## src/inc/adc_seq_pkg.sv

```systemverilog
// constants and types of the two-converter sequencer
// Summary of operation
// - two 10-bit converters, 16 and 8 channels
// - programmable sample and per-bit conversion times
// - 8-bit mode converts fewer bit steps
// - sync mode samples both converters together for channels 0 to 15
// - external multiplexer select advances per conversion
// - sources start by trigger inputs or software
// - parallel source converts lowest channel first
// - queue converts in software entry order
// - inserted channel converts, sequence then resumes
// - highest priority pending source starts next
// - limit check and result accumulation
// - eight result registers per converter, optionally chained FIFO
// - wait-for-read stalls overwrite of unread result
// - transfer request pulse per stored result
// - per-pin digital input disable
// - unused pins readable as digital inputs
// - power down whenever no conversion runs
// - individually enabled event requests
package adc_seq_pkg;
  localparam logic [7:0] ADDR_CTRL = 8'h00;
  localparam logic [7:0] ADDR_TIMING = 8'h04;
  localparam logic [7:0] ADDR_PRIO = 8'h08;
  localparam logic [7:0] ADDR_PAR_SEL = 8'h0C;
  localparam logic [7:0] ADDR_START = 8'h10;
  localparam logic [7:0] ADDR_QUEUE = 8'h14;
  localparam logic [7:0] ADDR_INSERT = 8'h18;
  localparam logic [7:0] ADDR_LIMITS = 8'h1C;
  localparam logic [7:0] ADDR_WFR = 8'h20;
  localparam logic [7:0] ADDR_EVT_EN = 8'h24;
  localparam logic [7:0] ADDR_DIGIN_OFF = 8'h28;
  localparam logic [7:0] ADDR_STATUS = 8'h2C;
  localparam logic [7:0] ADDR_PIN = 8'h30;
  localparam logic [1:0] RES_REGION = 2'h1;
  localparam int CTRL_MODE8 = 0;
  localparam int CTRL_SYNC = 1;
  localparam int CTRL_CHAIN = 2;
  localparam int CTRL_ACCUM = 3;
  localparam int CTRL_APD = 4;
  localparam int CTRL_EMUX_EN = 5;
  localparam int CTRL_EMUX_LEN = 6;
  localparam int PRIO_PAR = 0;
  localparam int PRIO_QUE = 2;
  localparam int PRIO_INS = 4;
  localparam int TRIG_PAR = 8;
  localparam int TRIG_QUE = 10;
  localparam int TRIG_PAR_EN = 12;
  localparam int TRIG_QUE_EN = 13;
  localparam int START_PAR = 0;
  localparam int START_QUE = 1;
  localparam int TIM_SAMPLE = 0;
  localparam int TIM_BIT = 8;
  localparam int LIM_LO = 0;
  localparam int LIM_HI = 16;
  localparam int EVT_DONE = 0;
  localparam int EVT_LIMIT = 1;
  localparam int EVT_SEQ = 2;
  localparam logic [2:0] QUEUE_DEPTH = 3'h4;
  localparam logic [3:0] BIT_TOP = 4'h9;
  localparam logic [3:0] BIT_LAST10 = 4'h0;
  localparam logic [3:0] BIT_LAST8 = 4'h2;
  localparam logic [31:0] RST_TIMING = 32'h0000_0303;
  localparam logic [31:0] RST_LIMITS = 32'h03FF_0000;
  localparam logic [1:0] RESP_OKAY = 2'h0;
  localparam logic [1:0] RESP_SLVERR = 2'h2;
  localparam logic [1:0] SRC_PAR = 2'h0;
  localparam logic [1:0] SRC_QUE = 2'h1;
  localparam logic [1:0] SRC_INS = 2'h2;
  typedef enum logic [1:0] {ST_IDLE, ST_SAMPLE, ST_CONV} state_type;
endpackage

```

## src/hdl/sar_adc_sequencer.sv

```systemverilog
// two-converter sequencer with AXI4-Lite registers
//
// Local design decisions: the AXI4-Lite slave port and the register offsets.
`timescale 1ns/1ps
`default_nettype none
module sar_adc_sequencer (
  // clock and reset
  input wire logic CLK_I,
  input wire logic SRST_I,
  // AXI4-Lite slave
  input wire logic [7:0] AWADDR_I,
  input wire logic AWVALID_I,
  output logic AWREADY_O,
  input wire logic [31:0] WDATA_I,
  input wire logic [3:0] WSTRB_I,
  input wire logic WVALID_I,
  output logic WREADY_O,
  output logic [1:0] BRESP_O,
  output logic BVALID_O,
  input wire logic BREADY_I,
  input wire logic [7:0] ARADDR_I,
  input wire logic ARVALID_I,
  output logic ARREADY_O,
  output logic [31:0] RDATA_O,
  output logic [1:0] RRESP_O,
  output logic RVALID_O,
  input wire logic RREADY_I,
  // triggers, comparators, pins
  input wire logic [3:0] TRIG_I,
  input wire logic [1:0] CMP_I,
  input wire logic [23:0] PIN_I,
  // analog front end control
  output logic [1:0] SAMPLE_O,
  output logic [3:0] CH0_SEL_O,
  output logic [2:0] CH1_SEL_O,
  output logic [9:0] DAC0_O,
  output logic [9:0] DAC1_O,
  output logic [2:0] EMUX_O,
  output logic [1:0] PWRDN_O,
  output logic [15:0] PORT_FIVE_DIGIN_OFF_O,
  output logic [7:0] PORT_FIFTEEN_DIGIN_OFF_O,
  // requests
  output logic [1:0] XFER_REQ_O,
  output logic [2:0] EVT_O
);
  typedef struct packed {
    logic aw_full;
    logic [7:0] aw_addr;
    logic w_full;
    logic [31:0] w_data;
    logic [3:0] w_strb;
    logic bvalid;
    logic [1:0] bresp;
    logic rvalid;
    logic [31:0] rdata;
    logic [1:0] rresp;
    logic [31:0] ctrl;
    logic [31:0] timing;
    logic [31:0] prio;
    logic [31:0] par_sel;
    logic [31:0] limits;
    logic [31:0] wfr;
    logic [31:0] evt_en;
    logic [31:0] digin;
    logic [23:0] par_pend;
    logic q_run;
    logic [3:0][4:0] q_ent;
    logic [2:0] q_cnt;
    logic ins_pend;
    logic [4:0] ins_ch;
    adc_seq_pkg::state_type st;
    logic [7:0] cnt;
    logic [3:0] bit_i;
    logic [1:0] act;
    logic [4:0] ch;
    logic [1:0] src;
    logic [1:0][2:0] tgt;
    logic [1:0][9:0] code;
    logic [1:0][7:0][15:0] res;
    logic [1:0][7:0] rv;
    logic [1:0][2:0] wptr;
    logic [2:0] emux;
    logic [1:0] xfer;
    logic [2:0] evt;
    logic stall;
    logic [11:0] clen;
  } seq_type;

  seq_type s_q;
  seq_type s_d;

  function automatic logic [4:0] low_idx(input logic [23:0] m);
    logic [4:0] r;
    r = 5'h00;
    for (int i = 23; i >= 0; i--) begin
      if (m[i]) begin
        r = 5'(i);
      end
    end
    return r;
  endfunction

  function automatic logic [31:0] merge(input logic [31:0] o, input logic [31:0] d,
                                        input logic [3:0] b);
    logic [31:0] r;
    r = o;
    for (int i = 0; i < 4; i++) begin
      if (b[i]) begin
        r[i*8 +: 8] = d[i*8 +: 8];
      end
    end
    return r;
  endfunction

  // pins seen as digital inputs unless disconnected
  logic [23:0] pin_vis;
  genvar gi;
  generate
    for (gi = 0; gi < 24; gi++) begin : g_pin
      assign pin_vis[gi] = PIN_I[gi] & ~s_q.digin[gi];
    end
  endgenerate

  // arbitration among pending sources
  logic ci, cq, cp, have, blocked;
  logic [1:0] pp, pq, pi, win_src;
  logic [4:0] win_ch;
  logic [1:0] win_act;
  logic [1:0][2:0] win_tgt;
  assign pp = s_q.prio[adc_seq_pkg::PRIO_PAR +: 2];
  assign pq = s_q.prio[adc_seq_pkg::PRIO_QUE +: 2];
  assign pi = s_q.prio[adc_seq_pkg::PRIO_INS +: 2];
  assign ci = s_q.ins_pend;
  assign cq = s_q.q_run && (s_q.q_cnt != 3'h0);
  assign cp = |s_q.par_pend;
  assign have = ci | cq | cp;
  assign win_src = (ci && (!cq || pi >= pq) && (!cp || pi >= pp)) ? adc_seq_pkg::SRC_INS :
                   (cq && (!cp || pq >= pp)) ? adc_seq_pkg::SRC_QUE : adc_seq_pkg::SRC_PAR;
  assign win_ch = (win_src == adc_seq_pkg::SRC_INS) ? s_q.ins_ch :
                  (win_src == adc_seq_pkg::SRC_QUE) ? s_q.q_ent[0] :
                  low_idx(s_q.par_pend);
  assign win_act = win_ch[4] ? 2'b10 : (s_q.ctrl[adc_seq_pkg::CTRL_SYNC] ? 2'b11 : 2'b01);
  assign win_tgt[0] = s_q.ctrl[adc_seq_pkg::CTRL_CHAIN] ? s_q.wptr[0] : win_ch[2:0];
  assign win_tgt[1] = s_q.ctrl[adc_seq_pkg::CTRL_CHAIN] ? s_q.wptr[1] : win_ch[2:0];
  assign blocked = (win_act[0] && s_q.wfr[{2'b00, win_tgt[0]}] && s_q.rv[0][win_tgt[0]]) ||
                   (win_act[1] && s_q.wfr[{2'b01, win_tgt[1]}] && s_q.rv[1][win_tgt[1]]);

  always_comb begin
    logic [1:0][9:0] rslt;
    logic [9:0] v;
    logic [2:0] ix;
    logic last;
    logic [7:0] wa;
    rslt = s_q.code;
    v = 10'h000;
    ix = 3'h0;
    last = 1'b0;
    wa = {s_q.aw_addr[7:2], 2'b00};
    s_d = s_q;
    s_d.xfer = 2'b00;
    s_d.evt = 3'h0;
    // cycles spent in the bit phase, watched by the length checks
    s_d.clen = (s_q.st == adc_seq_pkg::ST_CONV) ? s_q.clen + 12'h001 : 12'h000;
    // read channel; a read of a result clears its valid flag
    if (s_q.rvalid && RREADY_I) begin
      s_d.rvalid = 1'b0;
    end
    if (ARVALID_I && !s_q.rvalid) begin
      s_d.rvalid = 1'b1;
      s_d.rresp = adc_seq_pkg::RESP_OKAY;
      s_d.rdata = 32'h0000_0000;
      if (ARADDR_I[7:6] == adc_seq_pkg::RES_REGION) begin
        s_d.rdata = {16'h0000, s_q.res[ARADDR_I[5]][ARADDR_I[4:2]]};
        s_d.rv[ARADDR_I[5]][ARADDR_I[4:2]] = 1'b0;
      end else begin
        case ({ARADDR_I[7:2], 2'b00})
          adc_seq_pkg::ADDR_CTRL: s_d.rdata = s_q.ctrl;
          adc_seq_pkg::ADDR_TIMING: s_d.rdata = s_q.timing;
          adc_seq_pkg::ADDR_PRIO: s_d.rdata = s_q.prio;
          adc_seq_pkg::ADDR_PAR_SEL: s_d.rdata = s_q.par_sel;
          adc_seq_pkg::ADDR_START: s_d.rdata = {8'h00, s_q.par_pend};
          adc_seq_pkg::ADDR_QUEUE: s_d.rdata = {29'h0, s_q.q_cnt};
          adc_seq_pkg::ADDR_INSERT: s_d.rdata = {26'h0, s_q.ins_pend, s_q.ins_ch};
          adc_seq_pkg::ADDR_LIMITS: s_d.rdata = s_q.limits;
          adc_seq_pkg::ADDR_WFR: s_d.rdata = s_q.wfr;
          adc_seq_pkg::ADDR_EVT_EN: s_d.rdata = s_q.evt_en;
          adc_seq_pkg::ADDR_DIGIN_OFF: s_d.rdata = s_q.digin;
          adc_seq_pkg::ADDR_STATUS: s_d.rdata = {8'h00, s_q.rv[1], s_q.rv[0], 2'b00,
              s_q.ins_pend, s_q.q_cnt, s_q.stall, s_q.st != adc_seq_pkg::ST_IDLE};
          adc_seq_pkg::ADDR_PIN: s_d.rdata = {8'h00, pin_vis};
          default: s_d.rresp = adc_seq_pkg::RESP_SLVERR;
        endcase
      end
    end
    // conversion engine
    case (s_q.st)
      adc_seq_pkg::ST_IDLE: begin
        s_d.stall = have && blocked;
        if (have && !blocked) begin
          s_d.st = adc_seq_pkg::ST_SAMPLE;
          s_d.cnt = s_q.timing[adc_seq_pkg::TIM_SAMPLE +: 8];
          s_d.ch = win_ch;
          s_d.src = win_src;
          s_d.act = win_act;
          s_d.tgt = win_tgt;
          s_d.code = '0;
          s_d.bit_i = adc_seq_pkg::BIT_TOP;
          case (win_src)
            adc_seq_pkg::SRC_INS: s_d.ins_pend = 1'b0;
            adc_seq_pkg::SRC_QUE: begin
              s_d.q_ent = {5'h00, s_q.q_ent[3:1]};
              s_d.q_cnt = s_q.q_cnt - 3'h1;
              s_d.q_run = (s_q.q_cnt != 3'h1);
            end
            default: s_d.par_pend[win_ch] = 1'b0;
          endcase
        end
      end
      adc_seq_pkg::ST_SAMPLE: begin
        if (s_q.cnt == 8'h00) begin
          s_d.st = adc_seq_pkg::ST_CONV;
          s_d.cnt = s_q.timing[adc_seq_pkg::TIM_BIT +: 8];
          for (int k = 0; k < 2; k++) begin
            s_d.code[k] = s_q.act[k] ? 10'h200 : 10'h000;
          end
        end else begin
          s_d.cnt = s_q.cnt - 8'h01;
        end
      end
      adc_seq_pkg::ST_CONV: begin
        if (s_q.cnt != 8'h00) begin
          s_d.cnt = s_q.cnt - 8'h01;
        end else begin
          // comparator low means the trial level is above the input
          for (int k = 0; k < 2; k++) begin
            if (!CMP_I[k]) begin
              rslt[k][s_q.bit_i] = 1'b0;
            end
          end
          last = s_q.bit_i == (s_q.ctrl[adc_seq_pkg::CTRL_MODE8] ?
                 adc_seq_pkg::BIT_LAST8 : adc_seq_pkg::BIT_LAST10);
          if (!last) begin
            s_d.bit_i = s_q.bit_i - 4'h1;
            s_d.cnt = s_q.timing[adc_seq_pkg::TIM_BIT +: 8];
            for (int k = 0; k < 2; k++) begin
              s_d.code[k] = s_q.act[k] ? (rslt[k] | (10'h001 << (s_q.bit_i - 4'h1))) : 10'h000;
            end
          end else begin
            s_d.st = adc_seq_pkg::ST_IDLE;
            s_d.code = rslt;
            for (int k = 0; k < 2; k++) begin
              if (s_q.act[k]) begin
                v = rslt[k];
                ix = s_q.tgt[k];
                s_d.res[k][ix] = s_q.ctrl[adc_seq_pkg::CTRL_ACCUM] ?
                                 s_q.res[k][ix] + {6'h00, v} : {6'h00, v};
                s_d.rv[k][ix] = 1'b1;
                if (s_q.ctrl[adc_seq_pkg::CTRL_CHAIN]) begin
                  s_d.wptr[k] = s_q.wptr[k] + 3'h1;
                end
                s_d.xfer[k] = 1'b1;
                if (v < s_q.limits[adc_seq_pkg::LIM_LO +: 10] ||
                    v > s_q.limits[adc_seq_pkg::LIM_HI +: 10]) begin
                  s_d.evt[adc_seq_pkg::EVT_LIMIT] = s_q.evt_en[adc_seq_pkg::EVT_LIMIT];
                end
              end
            end
            s_d.evt[adc_seq_pkg::EVT_DONE] = s_q.evt_en[adc_seq_pkg::EVT_DONE];
            if (s_q.src == adc_seq_pkg::SRC_PAR && s_q.par_pend == 24'h0) begin
              s_d.evt[adc_seq_pkg::EVT_SEQ] = s_q.evt_en[adc_seq_pkg::EVT_SEQ];
            end
            if (s_q.ctrl[adc_seq_pkg::CTRL_EMUX_EN]) begin
              s_d.emux = (s_q.emux == s_q.ctrl[adc_seq_pkg::CTRL_EMUX_LEN +: 3]) ? 3'h0 :
                         s_q.emux + 3'h1;
            end
          end
        end
      end
      default: s_d.st = adc_seq_pkg::ST_IDLE;
    endcase
    // write channel: address and data taken in either order
    if (s_q.bvalid && BREADY_I) begin
      s_d.bvalid = 1'b0;
    end
    if (AWVALID_I && !s_q.aw_full) begin
      s_d.aw_full = 1'b1;
      s_d.aw_addr = AWADDR_I;
    end
    if (WVALID_I && !s_q.w_full) begin
      s_d.w_full = 1'b1;
      s_d.w_data = WDATA_I;
      s_d.w_strb = WSTRB_I;
    end
    if (s_q.aw_full && s_q.w_full && !s_q.bvalid) begin
      s_d.aw_full = 1'b0;
      s_d.w_full = 1'b0;
      s_d.bvalid = 1'b1;
      s_d.bresp = adc_seq_pkg::RESP_OKAY;
      case (wa)
        adc_seq_pkg::ADDR_CTRL: s_d.ctrl = merge(s_q.ctrl, s_q.w_data, s_q.w_strb);
        adc_seq_pkg::ADDR_TIMING: s_d.timing = merge(s_q.timing, s_q.w_data, s_q.w_strb);
        adc_seq_pkg::ADDR_PRIO: s_d.prio = merge(s_q.prio, s_q.w_data, s_q.w_strb);
        adc_seq_pkg::ADDR_PAR_SEL: s_d.par_sel = merge(s_q.par_sel, s_q.w_data, s_q.w_strb);
        adc_seq_pkg::ADDR_START: begin
          if (s_q.w_data[adc_seq_pkg::START_PAR]) begin
            s_d.par_pend = s_d.par_pend | s_q.par_sel[23:0];
          end
          if (s_q.w_data[adc_seq_pkg::START_QUE]) begin
            s_d.q_run = 1'b1;
          end
        end
        adc_seq_pkg::ADDR_QUEUE: begin
          if (s_d.q_cnt != adc_seq_pkg::QUEUE_DEPTH) begin
            s_d.q_ent[s_d.q_cnt[1:0]] = s_q.w_data[4:0];
            s_d.q_cnt = s_d.q_cnt + 3'h1;
          end
        end
        adc_seq_pkg::ADDR_INSERT: begin
          s_d.ins_pend = 1'b1;
          s_d.ins_ch = s_q.w_data[4:0];
        end
        adc_seq_pkg::ADDR_LIMITS: s_d.limits = merge(s_q.limits, s_q.w_data, s_q.w_strb);
        adc_seq_pkg::ADDR_WFR: s_d.wfr = merge(s_q.wfr, s_q.w_data, s_q.w_strb);
        adc_seq_pkg::ADDR_EVT_EN: s_d.evt_en = merge(s_q.evt_en, s_q.w_data, s_q.w_strb);
        adc_seq_pkg::ADDR_DIGIN_OFF: s_d.digin = merge(s_q.digin, s_q.w_data, s_q.w_strb);
        default: s_d.bresp = adc_seq_pkg::RESP_SLVERR;
      endcase
    end
    // hardware triggers
    if (s_q.prio[adc_seq_pkg::TRIG_PAR_EN] && TRIG_I[s_q.prio[adc_seq_pkg::TRIG_PAR +: 2]]) begin
      s_d.par_pend = s_d.par_pend | s_q.par_sel[23:0];
    end
    if (s_q.prio[adc_seq_pkg::TRIG_QUE_EN] && TRIG_I[s_q.prio[adc_seq_pkg::TRIG_QUE +: 2]]) begin
      s_d.q_run = 1'b1;
    end
  end

  always_ff @(posedge CLK_I) begin
    if (SRST_I) begin
      s_q <= '0;
      s_q.timing <= adc_seq_pkg::RST_TIMING;
      s_q.limits <= adc_seq_pkg::RST_LIMITS;
      s_q.st <= adc_seq_pkg::ST_IDLE;
    end else begin
      s_q <= s_d;
    end
  end

  assign AWREADY_O = !s_q.aw_full;
  assign WREADY_O = !s_q.w_full;
  assign BVALID_O = s_q.bvalid;
  assign BRESP_O = s_q.bresp;
  assign ARREADY_O = !s_q.rvalid;
  assign RVALID_O = s_q.rvalid;
  assign RDATA_O = s_q.rdata;
  assign RRESP_O = s_q.rresp;
  assign SAMPLE_O = (s_q.st == adc_seq_pkg::ST_SAMPLE) ? s_q.act : 2'b00;
  assign CH0_SEL_O = s_q.ch[3:0];
  assign CH1_SEL_O = s_q.ch[2:0];
  assign DAC0_O = s_q.code[0];
  assign DAC1_O = s_q.code[1];
  assign EMUX_O = s_q.emux;
  assign PWRDN_O = s_q.ctrl[adc_seq_pkg::CTRL_APD] ?
                   ~((s_q.st != adc_seq_pkg::ST_IDLE) ? s_q.act : 2'b00) : 2'b00;
  assign PORT_FIVE_DIGIN_OFF_O = s_q.digin[15:0];
  assign PORT_FIFTEEN_DIGIN_OFF_O = s_q.digin[23:16];
  assign XFER_REQ_O = s_q.xfer;
  assign EVT_O = s_q.evt;
endmodule
`default_nettype wire

```

## config.mk

```make
export PLATFORM = sky130hd
export DESIGN_NAME = sar_adc_sequencer
export DESIGN_NICKNAME = d
export VERILOG_FILES = /design/src/inc/adc_seq_pkg.sv /design/src/hdl/sar_adc_sequencer.sv
export SDC_FILE = /design/constraint.sdc
export NUM_CORES = 2
export LEC_CHECK = 0
export ABC_AREA = 1
export BUFFER_PORTS_ARGS = -buffer_cell sky130_fd_sc_hd__buf_4
export CORE_ASPECT_RATIO = 0.7
export CORE_MARGIN = 1.5
export CORE_UTILIZATION = 25
export DETAILED_ROUTE_END_ITERATION = 10
export GPL_TIMING_DRIVEN = 1
export PLACE_DENSITY_LB_ADDON = 0.25
export SLEW_MARGIN = 25
export SYNTH_ARGS = -nofsm -noshare
export SYNTH_HDL_FRONTEND = slang
export SYNTH_SLANG_ARGS = --single-unit
export TNS_END_PERCENT = 20
```

## constraint.sdc

```tcl
create_clock -name CLK_I -period 4.3 [get_ports CLK_I]
set_input_delay 0.86 -clock CLK_I [delete_from_list [all_inputs] [get_ports CLK_I]]
set_output_delay 0.86 -clock CLK_I [all_outputs]
set_load 0.05 [all_outputs]
```

==> metrics <==
status complete, no violations; HP Class primary input to flip-flop; largest net degree at the start of global routing 128; most used cell along the critical path buf_4; Ports 193; Post-Syn Area 35700 um2; Overall Global Routing Usage 22.4%; CP peak stage delay 320 ps; core box area roughly 140000 um2; syn_area_per_cell 7.22 um2; Pwr Density 392 nW/um2; largest cells by area after synthesis dfxtp_1, o21ai_0, a21oi_1; first-pass GRT wire length 240000 um; drt total wl roughly 170000 um; Netlist cell types 70; Lkg Pwr 0.0170 uW; hold slack 379 ps; EDFF count, synth 0; Top Family by Delay on Critical Path simple AND/OR/NAND/NOR gates; most frequent cells in the layout o21ai_0, dfxtp_1, a21oi_1, inv_1, nor2_1; GPL Wtd Cong 0.981; worst vdd ir 0.000312 V; DR pass1 iterations 6; Root Driver clkbuf_16; H-tree depth 3; internal power between 10000 and 15000 uW; Die Y-Extent 319 um; Syn-to-layout area delta 20.2%; Synth warnings 0; commonest non-fill, non-tap cell in the layout o21ai_0; initial antenna violation count 7; share of post-route cells with drive strength above 1 14.2%; Comb power frac 16.1%; total CTS buffers 78; std cell rows about 120; Max clock buf depth 3; Final min period 4090 ps; via count 36.8k; Max Cap Violations 0; Reg power frac 41.9%; top-area cell type share of the netlist area 40.6%; worst skew pair latency 710 ps; final worst path period share 95.1%; Max Clock Skew 53.6 ps; Fin. Hold Viols 0; setup_tns 0 ps; area leader, netlist dfxtp_1; 1st-iter DRT viols 5272; Worst setup EP type flip-flop; vias in the first global route 33.1k; Max-slew headroom 30.2%; Critical Path AT approximately 4700 ps; Max Fclk about 240 MHz; GRT overflow 0; Initial Utilization between 20% and 30%; die area around 150000 um2; RSZ-0062 raised after global routing yes; Slowest cell on crit path dfxtp_1; placed wire-length estimate 124000 um; TritonCTS clock tree yes; critical path required time roughly 4900 ps; Async SR Flop Fraction 0%; placed cell area 40000 um2; Detail Route Antenna Nets 0; count of pins over their slew limit 0; WL per Instance 23.8 um; final setup vio count 0; Finished Cell Area 42900 um2; fillers 15.2k; Sw Pwr 5230 uW; Clock power frac 42.0%; Main synth FF type dfxtp_1; Critical path buffers and inverters 9; Finished Layout Cells 7054; crit path max fanout 8; Die X 455 um; sequential fraction of the synthesis area between 40 and 50%; dpl cells 6909; CP Class flip-flop to flip-flop; Synth Instances between 4k and 5k; Port-buffer cells between 150 and 200; Startpoint Class flip-flop; Clock Sinks 725; Post-layout nets 5296; vias per inst 5.22; Clock Pin Slew Worst Setup and Hold Paths 60 ps; Yosys reg bits 725; slew of the pin with the lowest slew margin between 1000 and 1500 ps; DRC 0; sw frac a little under a third
==> cells in the mapped netlist, types with 11 or more instances <==
cell and count:
o221ai_1 21, buf_1 35, a221oi_1 94, a211oi_1 38, nand4_1 17, a22oi_1 17, a21oi_1 638, o21ai_0 741
a41oi_1 14, o22ai_1 135, dfxtp_1 725, o21ai_1 30, nor3_1 41, nand3_1 87, o211ai_1 25, clkinv_1 20
o2111ai_1 16, ha_1 83, o31ai_1 38, nor2_1 564, inv_2 13, buf_4 95, inv_1 633, o41ai_1 11
nand2_1 428, clkbuf_1 238
==> power by group through the flow <==
stage | clock network (uW) | registers [uW] | logic (uW)
2_1_floorplan | 0 | 7070 | 1540
3_3_place_gp | 0 | 7190 | 2580
3_5_place_dp | 0 | 7200 | 2600
4_1_cts | 7170 | 7050 | 2610
5_1_grt | 7410 | 7060 | 2870
6_report | 7070 | 7050 | 2720
==> cell families (layout without fill, tap and decap cells) <==
logic type / Yosys count / in the layout / synth area share (%)
XOR/XNOR: 12 / 12 / 0.294
AND/OR/NAND/NOR: 1206 / 1206 / 14.2
buffers and inverters: 1043 / 1272 / 12.0
other: 1 / 4 / 0.0105
flip-flops: 725 / 725 / 40.6
AO/OA/AOI/OAI: 1878 / 1878 / 29.9
adder cells (fa/ha/maj): 85 / 85 / 3.02
==> timing repair <==
item / in CTS / in global routing
hold buffers: 0 / 0
pin swaps: 0 / 10
setup endpoints to repair: 64 / 186
buffers inserted: 0 / 5
resized for setup: 7 / 83
==> worst min-delay path, delay by kind of cell <==
kind | cells | cell delay (ps)
buf+inv | 1 | 80
simple gates | 2 | 110
==> layer usage <==
layer | vias up | part of all wire [%] | track usage, %
met3 | 239 | 11 | 5.86
met1 | 17600 | 48 | 34.9
met2 | 1763 | 38 | 29.0
met5 | - | 0.019 | 0
met4 | 4 | 2.9 | 6.35
li1 | 17200 | - | -
==> cell type report <==
cell class	instances	area [um2]	area share, %
Multi-Input combinational cell	3183	17300	40.2
Sequential cell	725	14500	33.8
Timing Repair Buffer	466	3690	8.59
Inverter	668	2530	5.89
Tap cell	1872	2340	5.45
Clock buffer	113	2240	5.22
Clock inverter	25	360	0.839
Antenna cell	2	5.00	0.0117
==> path summary, 6_finish.rpt <==
path | from | endpoint | slack [ps] | cells past startpoint
worst max-delay path | s_q[323] | flip-flop | 210 | 30
worst min-delay path | WDATA_I[8] | s_q[708] | 380 | 3
worst max register to register | s_q[323] | flip-flop | 210 | 30
worst min register to register | s_q[614] | s_q[614] | 450 | 2
==> metrics by stage <==
step | util (%) | total power [uW] | setup slack (ps)
finish | 30.4 | 16800 | 210
global route | 30.4 | 17300 | -56.5
CTS | 30.2 | 16800 | -98.5
detailed placement | 28.3 | 9790 | -249
global placement | 28.3 | 9770 | -156
floorplan | - | 8610 | 207
No activity file was read; power rests on OpenSTA's default activity.
